**src/verilog/cidc_defines.svh**
```systemverilog
/*
  constants for the console idle/display control block.
  assumes a 12-bit machine word and a three-point machine cycle.
*/
`ifndef CIDC_DEFINES_SVH
`define CIDC_DEFINES_SVH
`define CIDC_WORD_W 12
`define CIDC_SET_W 15
`define CIDC_OP_W 6
`define CIDC_ZERO_WORD 12'h000
`define CIDC_ZERO_SET 15'h0000
`define CIDC_ZERO_OP 6'h00
`endif

```
**src/verilog/cidc_pkg.sv**
```systemverilog
/*
  types for the console idle/display control block.
  assumes cidc_defines.svh is on the include path.
*/
`include "cidc_defines.svh"
package cidc_pkg;
  typedef enum logic [1:0] {CIDC_T1, CIDC_T0, CIDC_TP} cidc_tp_t;
  typedef struct packed {
    logic reset_btn;
    logic parity_err;
    logic run_to_idle;
    logic prog_halt;
    logic instr_end;
    logic temp_ok;
  } cidc_evt_t;
  typedef struct packed {
    logic run_switch;
    logic step_switch;
    logic mem_in;
    logic mem_out;
    logic loc_inc;
    logic pick_b_switch;
    logic pick_c_switch;
    logic target_p;
    logic clear_btn;
    logic [`CIDC_SET_W-1:0] set_buttons;
  } cidc_con_t;
  typedef struct packed {
    cidc_tp_t tp;
    logic idle;
    logic halt_request;
    logic idle_subphase_flag;
    logic display_a_select;
    logic parity_halt_flag;
    logic display_sync_flag;
    logic swap_flag;
    logic execute_hold_flag;
    logic last_step_flag;
    logic [`CIDC_OP_W-1:0] opcode;
    logic [`CIDC_WORD_W-1:0] reg_a;
    logic [`CIDC_WORD_W-1:0] reg_b;
    logic [`CIDC_WORD_W-1:0] reg_c;
    logic [`CIDC_SET_W-1:0] reg_p;
    logic [`CIDC_SET_W-1:0] mem_addr;
    logic [`CIDC_WORD_W-1:0] display;
    logic [`CIDC_SET_W-1:0] loc_lights;
    logic mem_start;
    logic parity_light;
    logic halt_light;
    logic console_exec;
  } cidc_state_t;
endpackage : cidc_pkg

```
**src/verilog/cidc_core.sv**
```systemverilog
/*
  idle phase, interlock, register display/alteration, console hand-off.
  assumes synchronous console inputs and a single clock.
*/
`timescale 1ns/1ns
`include "cidc_defines.svh"
//////////////////////////////////////////////////////////////////////////////
module cidc_core
  import cidc_pkg::*;
(
  input wire logic clk,
  input wire logic rst_n,
  input wire cidc_evt_t evt,
  input wire cidc_con_t con,
  output logic idle,
  output logic halt_request,
  output logic idle_subphase_flag,
  output logic swap_flag,
  output logic display_sync_flag,
  output logic display_a_select,
  output logic [`CIDC_WORD_W-1:0] display,
  output logic [`CIDC_SET_W-1:0] loc_lights,
  output logic [`CIDC_SET_W-1:0] mem_addr,
  output logic mem_start,
  output logic parity_light,
  output logic halt_light,
  output logic console_exec
);

  cidc_state_t s;
  cidc_state_t next_s;
  logic [`CIDC_WORD_W-1:0] adder_bus;
  logic any_func;
  logic interlock;
  logic disp_sub;

  //////////////////////////////////////////////////////////////////////////
  always_comb begin
    logic [`CIDC_WORD_W-1:0] set_buttons_low;
    logic [`CIDC_WORD_W-1:0] reg_sel;
    logic set_buttons_high_any;
    set_buttons_low = con.set_buttons[`CIDC_WORD_W-1:0];
    set_buttons_high_any = |con.set_buttons[`CIDC_SET_W-1:`CIDC_WORD_W];
    any_func = con.run_switch | con.step_switch | con.mem_in |
               con.mem_out | con.loc_inc;
    interlock = s.idle & ~s.idle_subphase_flag & s.halt_request;
    disp_sub = s.idle & s.idle_subphase_flag & s.halt_request;
    reg_sel = s.display_a_select ? s.reg_a : s.reg_c;
    adder_bus = reg_sel;
    if (disp_sub && !con.target_p) begin
      // high set buttons have no bus bit; only the low twelve reach it
      if (con.clear_btn) begin
        adder_bus = `CIDC_ZERO_WORD;
      end
      if (s.tp == CIDC_TP) begin
        adder_bus = adder_bus | set_buttons_low;
      end
    end
    if (interlock) begin
      adder_bus = s.reg_c;
    end
    next_s = s;
    next_s.console_exec = 1'b0;
    unique case (s.tp)
      CIDC_T1: next_s.tp = CIDC_T0;
      CIDC_T0: next_s.tp = CIDC_TP;
      CIDC_TP: next_s.tp = CIDC_T1;
    endcase
    if (evt.parity_err) begin
      next_s.parity_halt_flag = 1'b1;
    end
    // halt request raised; idle entered at instruction end
    if (!s.idle && (evt.run_to_idle || evt.prog_halt ||
        con.step_switch)) begin
      next_s.halt_request = 1'b1;
    end
    if (!s.idle && s.halt_request && evt.instr_end && s.tp == CIDC_TP) begin
      next_s.idle = 1'b1;
      next_s.idle_subphase_flag = 1'b0;
    end
    if (interlock) begin
      next_s.opcode = `CIDC_ZERO_OP;
      next_s.swap_flag = 1'b0;
      if (!s.display_sync_flag) begin
        next_s.display_sync_flag = 1'b1;
      end
      next_s.display_a_select = 1'b0;
      next_s.execute_hold_flag = 1'b0;
      next_s.last_step_flag = 1'b0;
      if (s.tp == CIDC_TP && !s.parity_halt_flag && !any_func &&
          !evt.reset_btn) begin
        next_s.idle_subphase_flag = 1'b1;
      end
    end
    if (disp_sub) begin
      next_s.display_a_select = ~con.pick_c_switch;
      next_s.execute_hold_flag = 1'b0;
      next_s.last_step_flag = 1'b0;
      next_s.mem_addr = s.reg_p;
      if (!con.target_p) begin
        if (s.display_a_select) begin
          next_s.reg_a = adder_bus;
        end else begin
          next_s.reg_c = adder_bus;
        end
      end else begin
        next_s.reg_p = (con.clear_btn ? `CIDC_ZERO_SET : s.reg_p) |
                       (s.tp == CIDC_TP ? con.set_buttons : `CIDC_ZERO_SET);
      end
      if (s.tp == CIDC_T1 && (con.pick_b_switch ^ s.swap_flag)) begin
        next_s.display_sync_flag = 1'b0;
      end
      if (s.tp == CIDC_T0 && !s.display_sync_flag) begin
        // swap wins over the bus write-back in this cycle
        next_s.reg_a = s.reg_b;
        next_s.reg_b = s.reg_a;
        next_s.swap_flag = ~s.swap_flag;
        next_s.display_sync_flag = 1'b1;
      end
      if (s.tp == CIDC_TP && evt.temp_ok && any_func) begin
        next_s.halt_request = 1'b0;
        next_s.console_exec = 1'b1;
        // run and step leave idle; the others come back to display
        if (con.run_switch || con.step_switch) begin
          next_s.idle = 1'b0;
        end
      end
    end
    // memory and location functions return to display one cycle on
    if (s.idle && s.idle_subphase_flag && !s.halt_request) begin
      next_s.halt_request = 1'b1;
    end
    // immediate idle wins over the idle, halt request and subphase updates above
    if (evt.reset_btn || evt.parity_err) begin
      next_s.idle = 1'b1;
      next_s.halt_request = 1'b1;
      next_s.idle_subphase_flag = 1'b0;
    end
    next_s.display = adder_bus;
    next_s.loc_lights = next_s.reg_p;
    next_s.mem_start = ~evt.reset_btn & evt.temp_ok;
    next_s.parity_light = next_s.parity_halt_flag;
    next_s.halt_light = next_s.parity_halt_flag;
  end

  //////////////////////////////////////////////////////////////////////////
  // one edge for all flags; rising edge stands in for the falling one
  always_ff @(posedge clk or negedge rst_n) begin
    if (!rst_n) begin
      s <= '0;
      s.idle <= 1'b1;
      s.halt_request <= 1'b1;
      s.display_sync_flag <= 1'b1;
    end else begin
      s <= next_s;
    end
  end

  assign idle = s.idle;
  assign halt_request = s.halt_request;
  assign idle_subphase_flag = s.idle_subphase_flag;
  assign swap_flag = s.swap_flag;
  assign display_sync_flag = s.display_sync_flag;
  assign display_a_select = s.display_a_select;
  assign display = s.display;
  assign loc_lights = s.loc_lights;
  assign mem_addr = s.mem_addr;
  assign mem_start = s.mem_start;
  assign parity_light = s.parity_light;
  assign halt_light = s.halt_light;
  assign console_exec = s.console_exec;

  //////////////////////////////////////////////////////////////////////////
  reset_idle_a: assert property (@(posedge clk) disable iff (!rst_n)
    evt.reset_btn |=> idle && !idle_subphase_flag)
    else $error("reset did not force interlock idle");
  parity_idle_a: assert property (@(posedge clk) disable iff (!rst_n)
    evt.parity_err |=> idle && halt_light && parity_light)
    else $error("parity halt did not force idle");
  mem_gate_a: assert property (@(posedge clk) disable iff (!rst_n)
    (evt.reset_btn || !evt.temp_ok) |=> !mem_start)
    else $error("memory start not suppressed");
  interlock_exit_a: assert property (@(posedge clk) disable iff (!rst_n)
    (interlock && s.tp == CIDC_TP && !s.parity_halt_flag && !any_func &&
     !evt.reset_btn && !evt.parity_err) |=> idle_subphase_flag)
    else $error("interlock exit missed");
  interlock_clr_a: assert property (@(posedge clk) disable iff (!rst_n)
    interlock && !evt.reset_btn |=> !swap_flag && display_sync_flag
    && s.opcode == `CIDC_ZERO_OP)
    else $error("interlock did not clear state");
  sync_swap_a: assert property (@(posedge clk) disable iff (!rst_n)
    (disp_sub && s.tp == CIDC_T0 && !display_sync_flag && !evt.reset_btn
     && !evt.parity_err) |=> display_sync_flag &&
     swap_flag != $past(swap_flag) && s.reg_a == $past(s.reg_b))
    else $error("display swap not done");
  sync_clear_a: assert property (@(posedge clk) disable iff (!rst_n)
    (disp_sub && s.tp == CIDC_T1 && (con.pick_b_switch ^ swap_flag) &&
     !evt.reset_btn && !evt.parity_err) |=> !display_sync_flag)
    else $error("sync flag not cleared");
  select_a: assert property (@(posedge clk) disable iff (!rst_n)
    disp_sub && !evt.reset_btn && !evt.parity_err
    |=> display_a_select == !$past(con.pick_c_switch))
    else $error("display select wrong");
  addr_copy_a: assert property (@(posedge clk) disable iff (!rst_n)
    disp_sub |=> mem_addr == $past(s.reg_p))
    else $error("address not copied from P");
  exec_go_a: assert property (@(posedge clk) disable iff (!rst_n)
    (disp_sub && s.tp == CIDC_TP && evt.temp_ok && any_func &&
     !evt.reset_btn && !evt.parity_err) |=> !halt_request && console_exec)
    else $error("console function not started");
  clear_zero_a: assert property (@(posedge clk) disable iff (!rst_n)
    (disp_sub && !con.target_p && con.clear_btn && s.tp != CIDC_TP &&
     !display_a_select) |=> s.reg_c == `CIDC_ZERO_WORD)
    else $error("clear did not zero register");

endmodule : cidc_core

```
**config.mk**
```make
export PLATFORM = sky130hd
export DESIGN_NAME = cidc_core
export DESIGN_NICKNAME = d
export VERILOG_FILES = /design/src/verilog/cidc_pkg.sv /design/src/verilog/cidc_core.sv
export VERILOG_INCLUDE_DIRS = /design/src /design/src/verilog
export SDC_FILE = /design/constraint.sdc
export NUM_CORES = 1
export LEC_CHECK = 0
export ABC_AREA = 1
export BUFFER_PORTS_ARGS = -buffer_cell sky130_fd_sc_hd__buf_4
export CAP_MARGIN = 20
export CORE_MARGIN = 5
export CORE_UTILIZATION = 55
export CTS_CLUSTER_DIAMETER = 60
export DETAILED_ROUTE_END_ITERATION = 10
export PLACE_DENSITY = 0.9
export SLEW_MARGIN = 10
export SYNTH_ARGS = -nofsm -noshare
export SYNTH_HDL_FRONTEND = slang
export SYNTH_SLANG_ARGS = --single-unit
```
**constraint.sdc**
```tcl
create_clock -name clk -period 1.86 [get_ports clk]
set_input_delay 0.186 -clock clk [delete_from_list [all_inputs] [get_ports clk]]
set_output_delay 0.186 -clock clk [all_outputs]
set_load 0.005 [all_outputs]
```
### Yosys cells after proc, flatten, opt, wreduce, memory -nomap -nowiden

Cells that the tools add are included.

| word-level totals | value |
|---|---|
| input bits | 32 |
| register bits after elaboration | 89 |
| word-level logic and storage cells | 98 |
| output and inout bits | 52 |

| operators by class | value |
|---|---|
| muxes and demuxes | 29 |
| equal/unequal tests | 3 |
| reductions and logical operators | 32 |
| bitwise gates (word level) | 18 |

Operators with widths:

| operator | count |
|---|---|
| 12-bit two-way mux | 8 |
| 15-bit two-way mux | 2 |
| 24-bit two-way mux | 1 |
| 15-bit OR | 1 |
| 1-bit logical AND | 14 |
| 12-bit OR | 1 |
| 1-bit two-way mux | 10 |
| 10-bit two-way mux | 1 |
| 2-bit two-way mux | 4 |
| 1-bit logical NOT | 7 |
| 1-bit NOT | 6 |
| 2-bit one-hot mux with 3 select lines | 1 |
| 3-bit AND reduction | 2 |
| 1-bit AND | 5 |
| 1-bit logical OR | 4 |
| 4-bit two-way mux | 1 |
| 1-bit OR | 4 |
| 2-bit AND reduction | 2 |
| 2-bit nonzero test | 2 |
| 3-bit two-way mux | 1 |
| 2-bit by 1-bit == test with 1-bit output (second input constant) | 1 |
| 2-bit == test (second input constant) | 1 |
| 2-bit logical NOT | 1 |
| 2-bit by 1-bit inequality test with 1-bit output (second input constant) | 1 |
| 1-bit XOR | 1 |

### Depth between registers and ports, before layout

Gate-level depths: netlist (run 1).

| depth | value |
|---|---|
| depth in word-level cells | 11 |
| mapped depth | 12 |
| depth with buffers taken out | 10 |

### Worst setup path before layout (run 1)

OpenSTA, ideal clock, no wires.

| timing | value |
|---|---|
| kind | reg2reg |
| start point | reg s[112] in the netlist's numbering |
| end point | reg s[68] in the netlist's numbering |
| path slack | 311 ps |
| arrival | 1466 ps |
| stages on the path, launching flop included | 11 |
| period minus slack after synthesis | 1549 ps |
| data required time | 1777 ps |
| setup time | 83 ps |
| path buffers | 2 |
| cells stage by stage | dfrtp_1 inv_1 ha_1 buf_2 clkbuf_1 nand2_1 nor2_1 nor2_1 nand2_1 nand2_1 o21ai_0 |

| on the way | value |
|---|---|
| cells in the longest elaborated chain, start to end | 4 |

RTL lines:

| what | line | text |
|---|---|---|
| start, declared | cidc_core.sv:30 | `cidc_state_t s;` |
| start signal, assigned | cidc_core.sv:155 | `s <= next_s;` |
| 2-bit == test | cidc_core.sv:55 | `if (s.tp == CIDC_TP) begin` |
| 12-bit two-way mux | cidc_core.sv:55 |  |
| 12-bit two-way mux | cidc_core.sv:50 | `if (disp_sub && !con.target_p) begin` |
| 12-bit two-way mux | cidc_core.sv:59 | `if (interlock) begin` |

Every way passes these cells.
A chain may end at the register's enable or synchronous reset.

### Worst setup path after layout (run 1)

| timing | value |
|---|---|
| start point | reg idle (netlist name) |
| end point | reg s[90] in the netlist's numbering |

| on the way | value |
|---|---|
| cells in the longest elaborated chain, start to end | 8 |
| elaborated cells between the ends (all ways) | 11 |
| those cells by class | 5 x mux; 4 x bitwise; 2 x reduce/logical |

RTL lines:

| what | line | text |
|---|---|---|
| 1-bit AND (2 in series) | cidc_core.sv:47 | `disp_sub = s.idle & s.idle_subphase_flag & s.halt_request;` |
| 1-bit logical AND | cidc_core.sv:50 |  |
| 12-bit two-way mux | cidc_core.sv:50 |  |
| 12-bit two-way mux | cidc_core.sv:59 |  |
| 12-bit two-way mux | cidc_core.sv:101 | `if (s.display_a_select) begin` |
| 12-bit two-way mux | cidc_core.sv:100 | `if (!con.target_p) begin` |
| 24-bit two-way mux | cidc_core.sv:113 | `if (s.tp == CIDC_T0 && !s.display_sync_flag) begin` |

Parallel ways exist; a longest one is shown, timed or not. The select of a mux whose other input is x is not followed.

==> summary.md, run 1 <==
| Metric | Value |
|---|---|
| Status | finished, final reports clean |
| Hold Startpoint | con[17] |
| Syn avg cell area | 8.08 um^2 |
| Skew final | 0.00492 ns |
| Element type at the critical path start | register |
| Top cells by count, synth | 192 x nand2_1, 86 x dfrtp_1, 53 x nor2_1 |
| Final Hold Viols | 0 |
| Cell with the most instances after synthesis | nand2_1 |
| Cell depth of the worst setup path | 10 |
| Routability congestion estimate | 0.915 |
| Worst path top cell family by delay | simple AND/OR/NAND/NOR gates |
| I/O pins | 84 |
| Synth Flop Type | dfrtp_1 |
| Least-Margin Pin Slew | 0.468 ns |
| Initial antenna violation count | 0 |
| Clock slew seen by the registers of the worst setup and hold paths | 0.08 ns |
| Via count | 3592 |
| Worst-Skew Late Latency | ~0.35 ns |
| Fin Setup TNS | 0 ns |
| FFs w/ async S/R, synth | 1.00 |
| Peak supply drop | 0.378 mV |
| Max cap viols | 0 |
| Synth Register Bits | just under 90 |
| CP peak stage delay | 0.61 ns |
| Antenna Cells | 0 |
| Drt pass-1 iters | 5 |
| TritonCTS buffer count | 9 |
| Vias in the first global route | 3623 |
| Sequential element share of the synthesized area | 0.514 |
| Non-Filler Instances | around 700 |
| Die Wd | 98.8 um |
| Count of cell types in the netlist | 28 |
| Total clock sinks | between 80 and 90 |
| Setup Crit Path Kind | register to register |
| Syn nets | 573 |
| Synth area leader | dfrtp_1 |
| Tcrit/Tclk final | 0.935 |
| Placed Cells incl. Taps | 669 |
| CP Max Fanout | 10 |
| Root buffer cell | clkbuf_8 |
| P_leak | 2.84 nW |
| Crit end category | register |
| Unrepaired setup endpoints after global routing | no |
| # nets final | 618 |
| Fillers | between 500 and 600 |
| Die Ht | just under 100 um |
| Tmin final | around 1.7 ns |
| Largest net degree at the start of global routing | 39 |
| Routed WL | 10.2 mm |
| Initial Util | 0.564 |
| CP Cell Sequence | nand2_2, nor2_8, nand3_4, buf_12, nand2_1, nand2_1, nand2_1, nand2_1, nand2_1, nand2_1 |
| Area share of the leading cell type in the synthesized netlist | 0.496 |
| Total track usage | 0.213 |
| Hold path depth | 2 |
| Mapped Cells | 537 |
| Rows | 32 |
| Critical R2R Capture | s[90]$_DFFE_PN0P_ |
| Hpwl dp | just under 7 mm |
| Final setup vio count | 0 |
| CTS tree | built |
| Routed wire per std cell | 14.8 um |
| EDFF count, synth | 0 |
| Slowest CP cell | dfstp_2 |
| Drt drc | 0 |
| Vias per cell | around 5.2 |
| # port buffers | 83 |
| R2R setup slack | approximately 0.12 ns |
| First-pass GRT wire length | about 17 mm |
| Worst hold endpoint | display_a_select$_DFFE_PN0P_ |
| Initial DRC count | slightly above 300 |
| Reg2Reg Depth | 10 |
| HP Class | input pin to register |
| Synth area leaders | dfrtp_1 50%, nand2_1 17%, buf_4 8.0% |
| Warnings from Yosys | 0 |
| Crit path DAT | 1.99 ns |
| Worst r2r src | idle$_DFF_PN1_ |
| Layout cells sized above 1 | 0.217 |
| PD cells | 640 nW/um^2 |
| Syn Std Cell Area | 4340 um^2 |
| Gr ovfl total | 0 |
| Max-slew headroom | 0.688 |
| CTS H-tree lvls | 3 |
| Fin. max-slew vios | 0 |
| CP most frequent cell | nand2_1 |
| Die ar. | 9760 um^2 |
| Core region area | ~7700 um^2 |
| Longest Clk Path Bufs | 2 |
| Fmax | 0.575 GHz |
| Critical path data required time | 2.11 ns |
| Buf/Inv on CP | 1 |
| Post-route ant nets | 0 |
| Area grow syn2layout | 15.2% |
per-stage QoR:
step	util	total power [mW]	instance area (um^2)	hold WS, ns	setup WS [ns]
final	0.650	3.20	5000	0.0354	0.121
after global routing	0.650	3.31	5000	0.0216	0.00555
after CTS	0.645	3.22	4960	0.0180	0.101
after detailed placement	0.620	2.08	4770	0.172	0.0606
after global placement	0.620	2.08	4770	0.169	0.157
after floorplan	-	1.98	4340	-0.110	0.311
layout make-up:
type                            instances  area (um^2)  share of cell area
Clock buffer                           11          141              0.0283
Clock inverter                          4         20.0             0.00401
Inverter                               52          195              0.0391
Multi-Input combinational cell        332         1500               0.301
Sequential cell                        89         2230               0.447
Tap cell                              102          128              0.0255
Timing Repair Buffer                   98          778               0.156
worst register-to-register path: stages, from the launching register on:
cell and delay [ns]:
dfstp_2 0.61, nand2_2 0.15, nor2_8 0.17, nand3_4 0.11, buf_12 0.15, nand2_1 0.06, nand2_1 0.05, nand2_1 0.15
nand2_1 0.07, nand2_1 0.06, nand2_1 0.05
worst max-delay path by stage:
stage | from | to | slack, ns
after CTS | idle$_DFF_PN1_ | s[96]$_DFFE_PN0P_ | 0.10
after global placement | idle$_DFF_PN1_ | s[90]$_DFFE_PN0P_ | 0.16
after detailed placement | idle$_DFF_PN1_ | s[90]$_DFFE_PN0P_ | 0.06
final | idle$_DFF_PN1_ | s[90]$_DFFE_PN0P_ | 0.12
after global routing | s[112]$_DFF_PN0_ | s[72]$_DFFE_PN0P_ | 0.006
after floorplan | s[112]$_DFF_PN0_ | s[68]$_DFFE_PN0P_ | 0.31
power breakdown:
part	total, mW	internal, mW	switching [mW]
Sequential	1.93	1.93	0.000467
Combinational	0.113	0.0540	0.0590
Clock	1.15	0.506	0.642
registers in the layout (all words and copies together) (netlist names):
name                count
display_sync_flag       1
halt_light              1
halt_request            1
swap_flag               1
mem_start               1
console_exec            1
s                      38
loc_lights             15
display                12
display_a_select        1
idle_subphase_flag      1
mem_addr               15
idle                    1
placed cells by master, fill, tap and decap left out, types with 2 or more instances in the layout:
cell,instances
dfrtp_1,86
nor3_1,2
buf_12,3
clkbuf_8,10
nand3_1,3
nand4_1,2
nor2_1,52
nor2_2,2
nor3b_1,2
clkinv_2,4
dlygate4sd3_1,2
a21oi_4,2
buf_4,93
o22ai_1,16
nor2_8,2
inv_1,49
ha_1,4
nand2_1,192
nand2_2,2
inv_2,3
o21ai_0,44
dfstp_2,3
logic make-up after synthesis:
family / share of synthesized area
compound gates: 0.0811
xor+xnor: 0.00202
fa+ha+maj: 0.0115
buf+inv: 0.145
simple gates: 0.246
flops: 0.514
per-layer routing:
| layer | track usage | wire length [um] | up-vias |
|---|---|---|---|
| met5 | 0 | 0 | - |
| met1 | 0.255 | 4000 | 1704 |
| met3 | 0.0517 | 709 | 30 |
| li1 | - | - | 1692 |
| met2 | 0.365 | 5220 | 166 |
| met4 | 0.0935 | 268 | 0 |
repair_timing:
action                                  4_1_cts  5_1_grt
endpoints found under the setup margin        1       12
resized for setup                             1        2
endpoints found under the hold margin        30        0
pin swaps                                     0        1
setup buffers                                 0        1
hold buffers                                  2        0
gates cloned                                  0        1
Note: power is estimated with default switching activity, not from simulation.
==> run 2, diff against run 1 <==
Settings changed: CORE_UTILIZATION 55 to 50, PLACE_DENSITY 0.9 to 0.84.
Clock period 1.86 ns to 2.05 ns, I/O delays scaled along.
==> run 2 against run 1 <==
Effect of this change:
- flip-flop and latch count stayed put
- global-route usage is 3.0 points lower
- largest cell class unchanged
- routed wire length is 8.4% lower
- critical endpoint is now s[88]$_DFFE_PN0P_
- die area is 9.0% higher
- sequential share of layout area is 0.34 points higher
- clock power hardly changed
- register-to-register slack better by 0.08 ns
==> summary.md, run 2 (synthesis gave the netlist of run 1 again) <==
| Metric | Value |
|---|---|
| Total clock sinks | 89 |
| Largest net degree at the start of global routing | 48 |
| Final total power | 3.00 mW |
| Final Hold Viols | 0 |
| # port buffers | 83 |
| Critical R2R Capture | s[88]$_DFFE_PN0P_ |
| Via count | 3393 |
| WL met1 | slightly above 4 mm |
| Crit end category | register |
| CTS H-tree lvls | 3 |
| Vias in the first global route | around 3300 |
| Die Ht | a little over 100 um |
| PD cells | 604 nW/um^2 |
| HP Class | input pin to register |
| # nets final | ~600 |
| Least-Margin Pin Slew | approximately 0.68 ns |
| Clock slew seen by the registers of the worst setup and hold paths | around 0.090 ns |
| Initial DRC count | around 270 |
| Max-slew headroom | 0.545 |
| CP Max Fanout | 24 |
| Reg2Reg Depth | 8 |
| Post-route ant nets | 0 |
| CP endpoint | s[88]$_DFFE_PN0P_ |
| Fin. max-slew vios | 0 |
| Tcrit/Tclk final | 0.900 |
| Critical path data required time | between 2 and 2.5 ns |
| CP peak stage delay | 0.50 ns |
| Slowest CP cell | a21oi_4 |
| TritonCTS buffer count | 9 |
| Tmin final | ~1.8 ns |
| First-pass GRT wire length | 15.3 mm |
| Root buffer cell | clkbuf_8 |
| Fmax | about 0.54 GHz |
| Final core utilization | 0.577 |
| P_leak | 2.81 nW |
| Fin Setup TNS | 0 ns |
| Peak supply drop | 0.245 mV |
| Worst r2r src | s[113]$_DFF_PN0_ |
| Metal2 WL | 4.49 mm |
| Drt pass-1 iters | 5 |
| Layout cells sized above 1 | 0.208 |
| Hpwl dp | 6.85 mm |
| Gr ovfl total | 0 |
| Final setup vio count | 0 |
| Initial antenna violation count | 0 |
| CTS tree | built |
| Highest Signal Layer | met4 |
| Core region area | 8590 um^2 |
| Vias per cell | 4.92 |
| CP most frequent cell | nand2_1 |
| Flip-flop count of the largest register after layout | 38 |
| Register name with the most flops | s |
| Commonest non-fill, non-tap cells in the layout | 192 x nand2_1, 90 x buf_4, 86 x dfrtp_1 |
| Routability congestion estimate | 0.860 |
| Commonest non-fill, non-tap cell in the layout | nand2_1 |
| Element type at the critical path start | register |
| CP Cell Sequence | inv_1, ha_1, nand2_1, nor2_8, a21oi_4, nor2_1, nand2_1, nand2_1 |
| R2R setup slack | 0.20 ns |
| CP startpoint | s[113]$_DFF_PN0_ |
| Max cap viols | 0 |
| I/O pins | 84 |
| Initial Util | 0.505 |
| Unrepaired setup endpoints after global routing | no |
| Die Wd | 103 um |
| Total track usage | 0.183 |
| Met3 Wirelength | 589 um |
| Status | finished, final reports clean |
| Drt drc | 0 |
| Rows | 34 |
| Routed WL | 9.34 mm |
| Die ar. | 10600 um^2 |
| Skew final | between 0.008 and 0.009 ns |
| Area grow syn2layout | 14.3% |
| Routed wire per std cell | 13.5 um |
| Setup Crit Path Kind | register to register |
| Longest Clk Path Bufs | 2 |
| Antenna Cells | 0 |
| Worst-Skew Late Latency | between 0.3 and 0.4 ns |
| Crit path DAT | 2.10 ns |
-- run 2: layout make-up --
| type | instances | area (um^2) |
|---|---|---|
| Multi-Input combinational cell | 331 | 1480 |
| Tap cell | 108 | 135 |
| Inverter | 52 | 195 |
| Fill cell | 716 | 3630 |
| Sequential cell | 89 | 2230 |
| Clock inverter | 2 | 12.5 |
| Timing Repair Buffer | 94 | 736 |
| Clock buffer | 14 | 173 |
-- run 2: critical path: cells and delay by family, from the launching register on --
kind	cells	cell delay, ns
simple gates	5	0.57
compound gates	1	0.50
buf+inv	1	0.09
flops	1	0.37
fa+ha+maj	1	0.22
-- run 2: where the power goes --
part           total, mW  internal (mW)  leakage [nW]  switching [mW]
clock               1.14          0.540        0.0927           0.599
sequential          1.76           1.76          1.14        0.000407
combinational      0.101         0.0489          1.58          0.0522
-- run 2: routing by layer --
layer | vias to the layer above | GRT usage
li1 | 1681 | -
met1 | 1600 | 0.247
met2 | 98 | 0.293
met3 | 14 | 0.0419
met4 | 0 | 0.0578
met5 | - | 0
-- run 2: worst min path at each step --
stage / slack, ns / cells after the start / to / startpoint
after floorplan: -0.09 / 0 / console_exec$_DFF_PN0_ / rst_n
final: 0.04 / 2 / display_a_select$_DFFE_PN0P_ / con[17]
after global routing: 0.03 / 2 / halt_light$_DFFE_PN0P_ / evt[4]
after global placement: 0.04 / 1 / display[0]$_DFF_PN0_ / rst_n
after CTS: 0.001 / 2 / mem_start$_DFF_PN0_ / evt[5]
after detailed placement: 0.04 / 1 / display[0]$_DFF_PN0_ / rst_n
-- run 2: through the flow --
stage	instance area, um^2	hold slack, ns	instances	setup slack, ns
2_1_floorplan	4340	-0.0906	537	0.501
3_3_place_gp	4750	0.0365	672	0.349
3_5_place_dp	4750	0.0377	672	0.241
4_1_cts	4950	0.00128	689	0.195
5_1_grt	4960	0.0332	690	0.0327
6_report	4960	0.0396	690	0.204
-- run 2: what timing repair did --
| action | 4_1_cts | 5_1_grt |
|---|---|---|
| hold endpoints to repair | 51 | 1 |
| buffers inserted | 0 | 0 |
| hold buffers | 1 | 1 |
| gates resized for setup | 0 | 0 |
